===== src/see_pkg.sv =====
// Shared constants, types and timing figures for the serial EEPROM bus front end.
// Assumes a single 125 MHz clock; all pin inputs are asynchronous to it.
`default_nettype none

package see_pkg;

	localparam int CLK_NS = 8;
	localparam int GLITCH_NS = 50;
	localparam int PWRUP_NS = 1000000;
	localparam int PROG_NS = 5000000;
	// Longest times round down to whole cycles
	localparam int PWRUP_CYC = PWRUP_NS / CLK_NS;
	localparam int PROG_CYC = PROG_NS / CLK_NS;
	localparam int TMR_W = 20;
	localparam int FLT_W = 4;

	localparam int ADDR_W = 15;
	localparam int BYTE_W = 8;
	localparam int PAGE_W = 6;
	localparam logic [3:0] BITS_PER_BYTE = 4'h8;
	// Memory-type code: value is arbitrary
	localparam logic [3:0] TYPE_CODE_DEF = 4'h5;

	localparam logic [1:0] BIDX_DEV = 2'h0;
	localparam logic [1:0] BIDX_AHI = 2'h1;
	localparam logic [1:0] BIDX_ALO = 2'h2;
	localparam logic [1:0] BIDX_DATA = 2'h3;

	typedef enum logic [3:0] {
		SEE_RESET, SEE_PWRUP, SEE_STANDBY, SEE_RX, SEE_ACK, SEE_TX, SEE_TXACK, SEE_IGNORE
	} see_state_e;

	typedef struct packed {
		logic [ADDR_W-1:0] addr;
		logic [BYTE_W-1:0] data;
	} see_wr_s;

	typedef struct packed {
		logic supply_ok;
		logic wp;
		logic [2:0] sel;
		logic scl;
		logic sda;
	} see_pins_s;

	// Bus lines idle high, straps low
	localparam see_pins_s PINS_IDLE = '{supply_ok: 1'b0, wp: 1'b0, sel: 3'h0, scl: 1'b1,
		sda: 1'b1};

endpackage

`default_nettype wire


===== src/see_front.sv =====
// Two-wire slave front end of a serial EEPROM: conditions, addressing, ack, program timer.
// Assumes an array beside it that reads rd_data for rd_addr combinationally, same clock.
`timescale 1ns/1ps
`default_nettype none

module see_front #(
	parameter int PWRUP_CYC = see_pkg::PWRUP_CYC,
	parameter int PROG_CYC = see_pkg::PROG_CYC,
	parameter int GLITCH_NS = see_pkg::GLITCH_NS,
	parameter logic [3:0] TYPE_CODE = see_pkg::TYPE_CODE_DEF
) (
	// Clock and reset
	input wire logic clk,
	input wire logic sys_rst,
	// Bus pins
	input wire logic scl_in,
	input wire logic sda_in,
	output logic sda_out,
	output logic sda_oe_n,
	// Straps and supply monitor
	input wire logic dev_sel_bit0,
	input wire logic dev_sel_bit1,
	input wire logic dev_sel_bit2,
	input wire logic write_inhibit,
	input wire logic supply_ok,
	// Write stream to the page buffer
	output see_pkg::see_wr_s wr_word,
	output logic wr_valid,
	input wire logic wr_ready,
	// Read port of the array
	output logic [see_pkg::ADDR_W-1:0] rd_addr,
	input wire logic [see_pkg::BYTE_W-1:0] rd_data,
	// Status
	output logic prog_start,
	output logic prog_busy,
	output logic dev_ready
);

	localparam int GL_RAW = (GLITCH_NS + see_pkg::CLK_NS - 1) / see_pkg::CLK_NS;
	localparam logic [see_pkg::FLT_W-1:0] GL_CYC = see_pkg::FLT_W'((GL_RAW < 1) ? 1 : GL_RAW);
	localparam logic [see_pkg::TMR_W-1:0] PU_LAST = see_pkg::TMR_W'(PWRUP_CYC - 1);
	localparam logic [see_pkg::TMR_W-1:0] PROG_LAST = see_pkg::TMR_W'(PROG_CYC - 1);

	see_pkg::see_pins_s pins_raw, sync1_r, sync2_r;
	logic [1:0] flt;
	logic scl_f, sda_f, scl_d_r, sda_d_r;
	see_pkg::see_state_e state_r, state_nxt;
	logic [3:0] bit_cnt_r, bit_cnt_nxt;
	logic [see_pkg::BYTE_W-1:0] shift_r, shift_nxt;
	logic oe_n_r, oe_n_nxt;
	logic [1:0] bidx_r;
	logic rd_mode_r, mack_r, wp_lat_r, data_seen_r, write_pend_r;
	logic [see_pkg::ADDR_W-1:0] addr_r;
	logic [see_pkg::TMR_W-1:0] pu_cnt_r, prog_cnt_r;
	logic prog_busy_r, prog_start_r, ready_r;
	see_pkg::see_wr_s slot0_r, slot1_r;
	logic v0_r, v1_r;

	// Every pin crosses two flops before anything looks at it
	assign pins_raw = '{supply_ok: supply_ok, wp: write_inhibit,
		sel: {dev_sel_bit2, dev_sel_bit1, dev_sel_bit0}, scl: scl_in, sda: sda_in};
	always_ff @(posedge clk) begin
		if (sys_rst) begin
			sync1_r <= see_pkg::PINS_IDLE;
			sync2_r <= see_pkg::PINS_IDLE;
		end else begin
			sync1_r <= pins_raw;
			sync2_r <= sync1_r;
		end
	end

	// A level is only accepted after it outlasts the glitch width
	for (genvar gi = 0; gi < 2; gi++) begin : g_flt
		logic [see_pkg::FLT_W-1:0] cnt_r;
		logic lvl_r;
		logic raw;
		assign raw = (gi == 0) ? sync2_r.sda : sync2_r.scl;
		always_ff @(posedge clk) begin
			if (sys_rst) begin
				cnt_r <= '0;
				lvl_r <= 1'b1;
			end else if (raw == lvl_r) begin
				cnt_r <= '0;
			end else if (cnt_r == GL_CYC) begin
				lvl_r <= raw;
				cnt_r <= '0;
			end else begin
				cnt_r <= cnt_r + see_pkg::FLT_W'(1);
			end
		end
		assign flt[gi] = lvl_r;
	end
	assign sda_f = flt[0];
	assign scl_f = flt[1];

	always_ff @(posedge clk) begin
		if (sys_rst) begin
			scl_d_r <= 1'b1;
			sda_d_r <= 1'b1;
		end else begin
			scl_d_r <= scl_f;
			sda_d_r <= sda_f;
		end
	end

	// Bus events and decisions
	wire logic supply_up = sync2_r.supply_ok;
	wire logic scl_rise = scl_f & ~scl_d_r;
	wire logic scl_fall = ~scl_f & scl_d_r;
	wire logic start_c = scl_f & scl_d_r & sda_d_r & ~sda_f;
	wire logic stop_c = scl_f & scl_d_r & ~sda_d_r & sda_f;
	wire logic live = (state_r != see_pkg::SEE_RESET) && (state_r != see_pkg::SEE_PWRUP);
	wire logic byte_done = (bit_cnt_r == see_pkg::BITS_PER_BYTE);
	wire logic rx_end = (state_r == see_pkg::SEE_RX) && scl_fall && byte_done;
	wire logic type_ok = (shift_r[7:4] == TYPE_CODE);
	wire logic sel_ok = (shift_r[3:1] == sync2_r.sel);
	wire logic dev_match = type_ok && sel_ok && !prog_busy_r;
	wire logic buf_in_ready = !v1_r;
	wire logic data_ok = !rd_mode_r && !wp_lat_r && buf_in_ready;
	wire logic ack_now = (bidx_r == see_pkg::BIDX_DEV) ? dev_match :
		(bidx_r == see_pkg::BIDX_DATA) ? data_ok : !rd_mode_r;
	wire logic push = rx_end && (bidx_r == see_pkg::BIDX_DATA) && data_ok;
	wire logic pop = v0_r && wr_ready;
	wire logic wp_strobe = (state_r == see_pkg::SEE_ACK) && scl_fall &&
		(bidx_r == see_pkg::BIDX_DATA) && !data_seen_r;
	wire logic launch = live && stop_c && write_pend_r;
	wire see_pkg::see_wr_s in_word = '{addr: addr_r, data: shift_r};

	// Bit engine next state
	always_comb begin
		state_nxt = state_r;
		bit_cnt_nxt = bit_cnt_r;
		shift_nxt = shift_r;
		oe_n_nxt = oe_n_r;
		if (!supply_up) begin
			state_nxt = see_pkg::SEE_RESET;
			oe_n_nxt = 1'b1;
		end else if (state_r == see_pkg::SEE_RESET) begin
			state_nxt = see_pkg::SEE_PWRUP;
		end else if (state_r == see_pkg::SEE_PWRUP) begin
			if (pu_cnt_r == PU_LAST)
				state_nxt = see_pkg::SEE_STANDBY;
		end else if (start_c) begin
			state_nxt = see_pkg::SEE_RX;
			bit_cnt_nxt = '0;
			oe_n_nxt = 1'b1;
		end else if (stop_c) begin
			state_nxt = see_pkg::SEE_STANDBY;
			oe_n_nxt = 1'b1;
		end else begin
			unique case (state_r)
			see_pkg::SEE_RX: begin
				if (scl_rise && !byte_done) begin
					shift_nxt = {shift_r[6:0], sda_f};
					bit_cnt_nxt = bit_cnt_r + 4'h1;
				end else if (rx_end) begin
					state_nxt = ack_now ? see_pkg::SEE_ACK : see_pkg::SEE_IGNORE;
					oe_n_nxt = !ack_now;
				end
			end
			see_pkg::SEE_ACK: begin
				if (scl_fall) begin
					bit_cnt_nxt = '0;
					if (rd_mode_r) begin
						state_nxt = see_pkg::SEE_TX;
						shift_nxt = rd_data;
						oe_n_nxt = rd_data[7];
						bit_cnt_nxt = 4'h1;
					end else begin
						state_nxt = see_pkg::SEE_RX;
						oe_n_nxt = 1'b1;
					end
				end
			end
			see_pkg::SEE_TX: begin
				if (scl_fall) begin
					if (byte_done) begin
						state_nxt = see_pkg::SEE_TXACK;
						oe_n_nxt = 1'b1;
					end else begin
						shift_nxt = {shift_r[6:0], 1'b1};
						oe_n_nxt = shift_r[6];
						bit_cnt_nxt = bit_cnt_r + 4'h1;
					end
				end
			end
			see_pkg::SEE_TXACK: begin
				if (scl_fall) begin
					state_nxt = mack_r ? see_pkg::SEE_TX : see_pkg::SEE_IGNORE;
					shift_nxt = rd_data;
					oe_n_nxt = mack_r ? rd_data[7] : 1'b1;
					bit_cnt_nxt = 4'h1;
				end
			end
			// Standby and ignore wait for START or STOP
			see_pkg::SEE_STANDBY, see_pkg::SEE_IGNORE: state_nxt = state_r;
			default: state_nxt = see_pkg::SEE_RESET;
			endcase
		end
	end

	always_ff @(posedge clk) begin
		if (sys_rst) begin
			state_r <= see_pkg::SEE_RESET;
			bit_cnt_r <= '0;
			shift_r <= '0;
			oe_n_r <= 1'b1;
			ready_r <= 1'b0;
		end else begin
			state_r <= state_nxt;
			ready_r <= (state_nxt != see_pkg::SEE_RESET) && (state_nxt != see_pkg::SEE_PWRUP);
			bit_cnt_r <= bit_cnt_nxt;
			shift_r <= shift_nxt;
			oe_n_r <= oe_n_nxt;
		end
	end

	// Command context
	always_ff @(posedge clk) begin
		if (sys_rst || !supply_up) begin
			bidx_r <= see_pkg::BIDX_DEV;
			rd_mode_r <= 1'b0;
			data_seen_r <= 1'b0;
			wp_lat_r <= 1'b0;
		end else if (start_c) begin
			bidx_r <= see_pkg::BIDX_DEV;
			data_seen_r <= 1'b0;
		end else if (rx_end && ack_now) begin
			if (bidx_r == see_pkg::BIDX_DEV)
				rd_mode_r <= shift_r[0];
			if (bidx_r != see_pkg::BIDX_DATA)
				bidx_r <= bidx_r + 2'h1;
			else
				data_seen_r <= 1'b1;
		end else if (wp_strobe) begin
			wp_lat_r <= sync2_r.wp;
		end
	end

	// Byte address: page wrap on writes, whole array wrap on reads
	always_ff @(posedge clk) begin
		if (sys_rst) begin
			addr_r <= '0;
		end else if (rx_end && ack_now && bidx_r == see_pkg::BIDX_AHI) begin
			addr_r[see_pkg::ADDR_W-1:see_pkg::BYTE_W] <= shift_r[6:0];
		end else if (rx_end && ack_now && bidx_r == see_pkg::BIDX_ALO) begin
			addr_r[see_pkg::BYTE_W-1:0] <= shift_r;
		end else if (push) begin
			addr_r[see_pkg::PAGE_W-1:0] <= addr_r[see_pkg::PAGE_W-1:0] + 6'h01;
		end else if (state_r == see_pkg::SEE_TX && scl_fall && byte_done) begin
			addr_r <= addr_r + 15'h0001;
		end
	end

	always_ff @(posedge clk) begin
		if (sys_rst)
			mack_r <= 1'b0;
		else if (state_r == see_pkg::SEE_TXACK && scl_rise)
			mack_r <= !sda_f;
	end

	// Power-up delay and program cycle timers
	always_ff @(posedge clk) begin
		if (sys_rst || state_r != see_pkg::SEE_PWRUP)
			pu_cnt_r <= '0;
		else
			pu_cnt_r <= pu_cnt_r + see_pkg::TMR_W'(1);
	end

	always_ff @(posedge clk) begin
		if (sys_rst || !supply_up) begin
			write_pend_r <= 1'b0;
			prog_busy_r <= 1'b0;
			prog_start_r <= 1'b0;
			prog_cnt_r <= '0;
		end else begin
			prog_start_r <= launch;
			if (push)
				write_pend_r <= 1'b1;
			else if (stop_c)
				write_pend_r <= 1'b0;
			if (launch) begin
				prog_busy_r <= 1'b1;
				prog_cnt_r <= '0;
			end else if (prog_busy_r) begin
				prog_cnt_r <= prog_cnt_r + see_pkg::TMR_W'(1);
				if (prog_cnt_r == PROG_LAST)
					prog_busy_r <= 1'b0;
			end
		end
	end

	// Two-entry buffer; a full buffer turns into a data-byte nack, so nothing is lost
	always_ff @(posedge clk) begin
		if (sys_rst) begin
			v0_r <= 1'b0;
			v1_r <= 1'b0;
			slot0_r <= '0;
			slot1_r <= '0;
		end else if (pop && v1_r) begin
			slot0_r <= slot1_r;
			slot1_r <= in_word;
			v1_r <= push;
		end else if (pop) begin
			slot0_r <= in_word;
			v0_r <= push;
		end else if (push && !v0_r) begin
			slot0_r <= in_word;
			v0_r <= 1'b1;
		end else if (push) begin
			slot1_r <= in_word;
			v1_r <= 1'b1;
		end
	end

	assign sda_out = 1'b0;
	assign sda_oe_n = oe_n_r;
	assign wr_word = slot0_r;
	assign wr_valid = v0_r;
	assign rd_addr = addr_r;
	assign prog_start = prog_start_r;
	assign prog_busy = prog_busy_r;
	assign dev_ready = ready_r;
endmodule

`default_nettype wire


===== config.mk =====
export PLATFORM = sky130hd
export DESIGN_NAME = see_front
export DESIGN_NICKNAME = d
export VERILOG_FILES = /design/src/see_pkg.sv /design/src/see_front.sv
export SDC_FILE = /design/constraint.sdc
export NUM_CORES = 1
export LEC_CHECK = 0
export BUFFER_PORTS_ARGS = -buffer_cell sky130_fd_sc_hd__buf_4
export CORE_UTILIZATION = 35
export DETAILED_ROUTE_END_ITERATION = 16
export GPL_ROUTABILITY_DRIVEN = 0
export SYNTH_ARGS = -nofsm -noshare
export SYNTH_HDL_FRONTEND = slang
export SYNTH_SLANG_ARGS = --single-unit

===== constraint.sdc =====
create_clock -name clk -period 2.1 [get_ports clk]
set_input_delay 0.42 -clock clk [delete_from_list [all_inputs] [get_ports clk]]
set_output_delay 0.42 -clock clk [all_outputs]
set_load 0.02 [all_outputs]

==> qor.txt, run 1 <==
CP Launch Type: register
Number of global-route vias before repair: 6,158
Drt first pass iters: 5
Area growth, synth to finish: 40.39%
NetSw: 1.471 mW
Sw Share: 0.2324
Worst-case reg-to-reg path depth: 8
RR Endpoint: wr_word[22]$_SDFFE_PP0P_
Syn Area/Cell: 8.621 um2
Synth Warn #: 0
Worst EP arrival: 2.64 ns
Post-route setup slack: -0.1894 ns
Detailed-placement wirelength estimate: 12,150 um
Number of flops mapped to enable cells by yosys: 0
Violated checks: negative setup slack
Min Tclk post-route: 2.289 ns
Core area: 19,780 um2
Worst Hold Launch: sda_in
Cell-internal power: 4.858 mW
TritonCTS Sinks: 156
Hold Crit Endpoint: sync1_r[0]$_SDFF_PP1_
Placed insts: 1,208
Crit Path Max Fanout: 6
Clock power share: 0.510
CTS root buffer: clkbuf_16
Synth cell types: 58
Die ar.: 21,050 um2
Mapped Cells: 831
Footprint of the multi-input gates: 4219 um2
Fraction of layout cells with a size suffix above 1: 0.3420
Port Buf Inserts: 60
Ys async rst share: 0
Crit end category: register
Avg WL per Cell: 15.41 um
Endpoints failing hold: 0
Bufs on Longest Clock Path: 2
Initial antenna violation count: 0
I/O pin cnt: 62
Endpoints failing setup: 49
Drt drc: 0
Worst vdd ir: 0.5578 mV
Headroom to the max-slew limit: 0.6406
Combinational fraction of design power: 0.019
Fin crit share: 1.090
1st-iter DRT viols: 363
Worst Path Required: 2.45 ns
F_max: 436.8 MHz
Number of CTS-inserted buffers: 17
Die H: 145.1 um
Site row count: 51
Ys flop type: dfxtp_1
Synthesis-stage register bit count: 156
Setup Skew: 0.01151 ns
Unrepaired setup endpoints after global routing: true
Critical R2R Launch: bidx_r[1]$_SDFFE_PP0P_
Fill cells: 1,825
Die Wd: 145.1 um
Hold Crit Depth: 2
Pwr dens: 629.2 nW/um2
Non-Filler Instances: 1,262
Worst slew pin tran: 0.5350 ns
First-pass GRT wire length: 30,670 um
Reg power frac: 0.471
Clock-pin slew on the worst setup and hold paths: 0.07 ns
Grt ovf: 0
Post-route ant nets: 0
CTS H-tree depth: 4
Tot GR Track Use: 0.1806
Worst skew pair latency: 0.44 ns
CTS tree: done
Final hold slack: 0.1699 ns
Register area: 3133 um2
Post-synthesis cell area: 7164 um2
Initial cell density of the core: 0.3622
Largest net degree at the start of global routing: 36
R2R setup slack: -0.19 ns
Number of max-cap violations: 0
Static Leak: 3.863 nW
Post-synthesis sequential area ratio: 0.4359
Slew Viols, Final: 0
Hold WC Path Type: input port to register
Final wirelength: 19,450 um
Status: finished, violations left
Vias post-DR: 6,435
Worst Path Class, Setup: register to register
Final #Nets: 1,013
Number of diodes: 0
Routed vias/inst: 5.099
[sequential cells by signal, summed over array words and instances (netlist names), 2 cells and up]
name and count:
shift_r 8, pu_cnt_r 20, bit_cnt_r 4, g_flt.lvl_r 2
g_flt.raw 2, rd_addr 15, bidx_r 2, sync2_r 4
sync1_r 7, state_r 4, prog_cnt_r 20, g_flt.cnt_r 8
slot1_r 23, wr_word 23
[power by group through the flow]
| stage | clock [mW] | sequential (mW) | combinational [mW] |
|---|---|---|---|
| final | 3.23 | 2.98 | 0.123 |
| after global routing | 3.43 | 2.98 | 0.133 |
| after CTS | 3.29 | 2.98 | 0.120 |
| after detailed placement | 0 | 3.05 | 0.120 |
| after global placement | 0 | 3.05 | 0.119 |
| after floorplan | 0 | 3.04 | 0.0672 |
[worst max path at each step]
stage                                      start                       end  slack, ns
final                     bidx_r[1]$_SDFFE_PP0P_  wr_word[22]$_SDFFE_PP0P_      -0.19
after floorplan           bidx_r[0]$_SDFFE_PP0P_  wr_word[10]$_SDFFE_PP0P_      -0.12
after global routing      bidx_r[1]$_SDFFE_PP0P_   slot1_r[0]$_SDFFE_PP0P_      -0.24
after CTS                 bidx_r[1]$_SDFFE_PP0P_   wr_word[2]$_SDFFE_PP0P_      -0.14
after global placement    bidx_r[1]$_SDFFE_PP0P_  slot1_r[11]$_SDFFE_PP0P_      -0.17
after detailed placement  bidx_r[1]$_SDFFE_PP0P_   wr_word[4]$_SDFFE_PP0P_      -0.25
[synthesized netlist by cell type, drive strengths merged (3+ instances only)]
| master | n | area, um2 |
|---|---|---|
| a21oi | 55 | 275.3 |
| nand2 | 83 | 311.6 |
| nand2b | 10 | 62.56 |
| xor2 | 30 | 262.8 |
| o21ai | 18 | 105.1 |
| nor3 | 13 | 65.06 |
| buf | 18 | 106.3 |
| dfxtp | 156 | 3123 |
| inv | 20 | 75.07 |
| nand3b | 4 | 30.03 |
| xnor2 | 19 | 166.4 |
| clkbuf | 32 | 120.1 |
| o31a | 3 | 26.28 |
| o21a | 3 | 22.52 |
| nand3 | 44 | 220.2 |
| nor2b | 15 | 93.84 |
| o32ai | 6 | 52.55 |
| mux2i | 36 | 360.4 |
| nor4b | 4 | 35.03 |
| and3 | 15 | 93.84 |
| or3 | 7 | 43.79 |
| nor2 | 116 | 437.9 |
| ha | 11 | 137.6 |
| nor4 | 10 | 62.56 |
| nand4 | 16 | 100.1 |
| or2 | 9 | 56.31 |
| or4 | 3 | 22.52 |
| and4 | 5 | 43.79 |
| and2 | 7 | 43.79 |
| a311oi | 8 | 70.07 |
| a211oi | 29 | 302.8 |
[worst max-delay path: stages (launching register included)]
cell      delay [ns]
dfxtp_2         0.35
ha_4            0.13
or4b_4          0.46
or4_4           0.48
o21ai_4         0.21
buf_6           0.16
buf_12          0.15
nor2_4          0.04
a211oi_2        0.21
[layout make-up]
type / instances / share of cell area
inverter: 20 / 0.007464
multi-input combinational: 606 / 0.4195
clock inverter: 14 / 0.01704
tap: 265 / 0.03296
timing repair buffer: 183 / 0.1679
clock buffer: 18 / 0.04366
sequential: 156 / 0.3115
[repair_timing]
item / CTS / global route
hold endpoints to repair: 0 / 0
buffers inserted: 7 / 6
setup endpoints to repair: 55 / 75
gates resized for setup: 40 / 109
gates cloned: 6 / 6
hold buffers: 0 / 0
pin swaps: 15 / 30
[layout by cell type, fill, tap and decap left out, types with 17 or more instances in the layout]
cell type	count
inv_1	17
nand2_1	69
clkbuf_16	22
nor2_1	87
xnor2_1	19
xor2_1	30
dfxtp_1	148
mux2i_1	35
a21oi_1	49
nand3_1	32
a211oi_2	20
buf_4	150
[metal layers]
metal	wire (um)	vias to the layer above	global-route usage
met2	9324	140	0.2969
li1	-	3212	-
met3	785	25	0.03333
met5	0	-	0
met4	276	0	0.06684
met1	9061	3058	0.2348
[logic make-up (layout without fill, tap and decap cells)]
family,Yosys count,after routing,share of synthesized area
mux,36,36,0.05030
buf+inv,70,235,0.04209
compound gates,136,136,0.1353
flops,156,156,0.4359
xor+xnor,49,49,0.05990
fa+ha+maj,11,11,0.01921
other cells,1,2,0.0005234
simple gates,372,372,0.2567
[metrics by stage]
step / total power, mW / utilization / area (um2) / worst slack [ns] / TNS [ns]
after floorplan: 3.111 / - / 7237 / -0.1202 / -4.127
after global placement: 3.166 / 0.4330 / 8566 / -0.1722 / -7.227
after detailed placement: 3.167 / 0.4330 / 8566 / -0.2518 / -9.407
after CTS: 6.387 / 0.4825 / 9544 / -0.1434 / -5.340
after global routing: 6.539 / 0.5085 / 10060 / -0.2408 / -9.970
final: 6.329 / 0.5085 / 10060 / -0.1894 / -6.043
(Power assumes the default switching activity.)
==> inputs of run 2 (changes only) <==
--- a/config.mk
+++ b/config.mk
@@ -6,9 +6,12 @@
 export NUM_CORES = 1
 export LEC_CHECK = 0
 export BUFFER_PORTS_ARGS = -buffer_cell sky130_fd_sc_hd__buf_4
+export CAP_MARGIN = 20
 export CORE_UTILIZATION = 35
+export CTS_BUF_LIST = sky130_fd_sc_hd__clkbuf_16
 export DETAILED_ROUTE_END_ITERATION = 16
 export GPL_ROUTABILITY_DRIVEN = 0
+export SLEW_MARGIN = 15
 export SYNTH_ARGS = -nofsm -noshare
 export SYNTH_HDL_FRONTEND = slang
 export SYNTH_SLANG_ARGS = --single-unit
==> run 2 against run 1 <==
Net effect:
- the run still ends with negative setup slack left
- utilization shrank 0.97 points
- count of clock-buffer cells in the layout decreased by 1
- setup slack improved by 0.028 ns
- sequential cell count did not move
- global-route usage is 0.11 points lower
- cell count down 0.16%
- worst hold slack about the same
- combinational power hardly changed
- register-to-register slack better by 0.03 ns
- fmax grew 1.2%
- non-clock buffer count down 2
- wire length shrank 2.6%
==> qor.txt, run 2 (synthesis results as in run 1) <==
Number of diodes: 0
1st-iter DRT viols: 330
Worst Hold Launch: sda_in
Headroom to the max-slew limit: 0.6407
Status: finished, violations left
Final hold slack: 0.1696 ns
Endpoints failing setup: 57
First-pass GRT wire length: 30,490 um
I/O pin cnt: 62
Fill cells: 1,840
Area growth, synth to finish: 37.71%
Worst Path Class, Setup: register to register
Bufs on Longest Clock Path: 2
Tot GR Track Use: 0.1795
Endpoints failing hold: 0
CTS H-tree depth: 4
Crit Path Max Fanout: 6
Grt ovf: 0
Min Tclk post-route: 2.262 ns
Crit end category: register
Drt drc: 0
Post-Place Worst Slack: -0.2518 ns
Worst skew pair latency: 0.43 ns
Vias post-DR: 6,424
Worst vdd ir: 0.5506 mV
Area post-placement: 8566 um2
Most frequent cells in the layout: dfxtp_1 (148), buf_4 (148), nor2_1 (101), nand2_1 (71), a21oi_1 (51)
Worst-case reg-to-reg path depth: 8
Site row count: 51
Die Wd: 145.1 um
CP Launch Type: register
Hold Crit Endpoint: sync1_r[0]$_SDFF_PP1_
Number of CTS-inserted buffers: 17
Avg WL per Cell: 15.03 um
Unrepaired setup endpoints after global routing: true
Post-route ant nets: 0
Die H: 145.1 um
Util after Layout: 0.4987
Port Buf Inserts: 60
Worst slew pin tran: 0.5349 ns
RR Endpoint: wr_word[22]$_SDFFE_PP0P_
Core area: 19,780 um2
Final wirelength: 18,940 um
Post-route setup slack: -0.1616 ns
Hold Crit Depth: 2
Static Leak: 3.783 nW
Fraction of layout cells with a size suffix above 1: 0.3206
Final #Nets: 1,011
Violated checks: negative setup slack
F_max: 442.2 MHz
Fin crit share: 1.077
CTS hold repair buffers: 0
Pwr dens: 637.2 nW/um2
Number of global-route vias before repair: 6,117
Clock-pin slew on the worst setup and hold paths: 0.07 ns
CTS root buffer: clkbuf_16
CTS tree: done
TritonCTS Sinks: 156
Die ar.: 21,050 um2
Critical R2R Launch: bidx_r[1]$_SDFFE_PP0P_
Largest net degree at the start of global routing: 36
Hold WC Path Type: input port to register
Initial cell density of the core: 0.3622
Number of max-cap violations: 0
Routed vias/inst: 5.098
Worst EP arrival: 2.58 ns
Drt first pass iters: 4
Setup Skew: 0.01079 ns
Detailed-placement wirelength estimate: 12,150 um
Worst Path Required: 2.42 ns
Design area: 9866 um2
Slew Viols, Final: 0
Initial antenna violation count: 0
R2R setup slack: -0.16 ns
==> run 2: cell count changes in the layout (fill, tap and decap cells not counted), moves of 4 or more <==
| cell | before | now |
|---|---|---|
| nand3_2 | 12 | 8 |
| nand2_2 | 7 | 11 |
| nor2_1 | 87 | 101 |
| nor2_2 | 13 | 6 |
| buf_6 | 16 | 20 |
| nor2_4 | 16 | 9 |
| nand3_1 | 32 | 36 |
| nand2_4 | 7 | 1 |
==> run 2: repair_timing <==
item,4_1_cts,5_1_grt
endpoints found under the setup margin,55,75
pin swaps,15,23
gates resized for setup,40,80
buffers inserted,7,9
hold endpoints to repair,0,0
cloned,6,3
==> run 2: how the worst max path moves through the flow <==
| stage | cells past startpoint | startpoint | slack (ns) | end |
|---|---|---|---|---|
| after detailed placement | 7 | bidx_r[1]$_SDFFE_PP0P_ | -0.25 | wr_word[4]$_SDFFE_PP0P_ |
| final | 8 | bidx_r[1]$_SDFFE_PP0P_ | -0.16 | wr_word[22]$_SDFFE_PP0P_ |
| after CTS | 8 | bidx_r[1]$_SDFFE_PP0P_ | -0.14 | wr_word[2]$_SDFFE_PP0P_ |
| after global placement | 7 | bidx_r[1]$_SDFFE_PP0P_ | -0.17 | slot1_r[11]$_SDFFE_PP0P_ |
| after global routing | 10 | bit_cnt_r[0]$_SDFFE_PP0P_ | -0.24 | slot1_r[10]$_SDFFE_PP0P_ |
| after floorplan | 8 | bidx_r[0]$_SDFFE_PP0P_ | -0.12 | wr_word[10]$_SDFFE_PP0P_ |
==> run 2: layer usage <==
| metal | up-vias | part of all wire | GRT usage | wire [um] |
|---|---|---|---|---|
| li1 | 3213 | - | - | - |
| met1 | 3061 | 0.47 | 0.2335 | 8911 |
| met2 | 130 | 0.48 | 0.2962 | 9109 |
| met3 | 20 | 0.036 | 0.03208 | 674 |
| met4 | 0 | 0.013 | 0.06526 | 244 |
| met5 | - | 0 | 0 | 0 |
==> run 2: cell type report <==
class | count | area (um2) | area share
Clock buffer | 17 | 425.4 | 0.04312
Clock inverter | 15 | 175.2 | 0.01776
Inverter | 20 | 75.07 | 0.007609
Multi-Input combinational cell | 606 | 4106 | 0.4162
Sequential cell | 156 | 3133 | 0.3176
Tap cell | 265 | 331.6 | 0.03361
Timing Repair Buffer | 181 | 1619 | 0.1641
==> run 2: power by group <==
group | switching, mW | internal [mW]
Clock | 1.39 | 1.80
Sequential | 0.00715 | 2.97
Combinational | 0.0706 | 0.0519
==> run 2: through the flow <==
stage	power (mW)	instances	setup TNS, ns
after CTS	6.349	1253	-5.337
after detailed placement	3.167	1208	-9.407
final	6.287	1260	-6.018
after global routing	6.490	1260	-10.70
after global placement	3.166	1208	-7.227
after floorplan	3.111	832	-4.127
==> run 2: worst max-delay path, cell delays in order (launching register included) <==
cell and delay [ns]:
dfxtp_2 0.35, ha_4 0.13, or4b_4 0.45, or4_4 0.49, o21ai_4 0.25, buf_8 0.18, buf_16 0.14, buf_4 0.11
a211oi_2 0.06
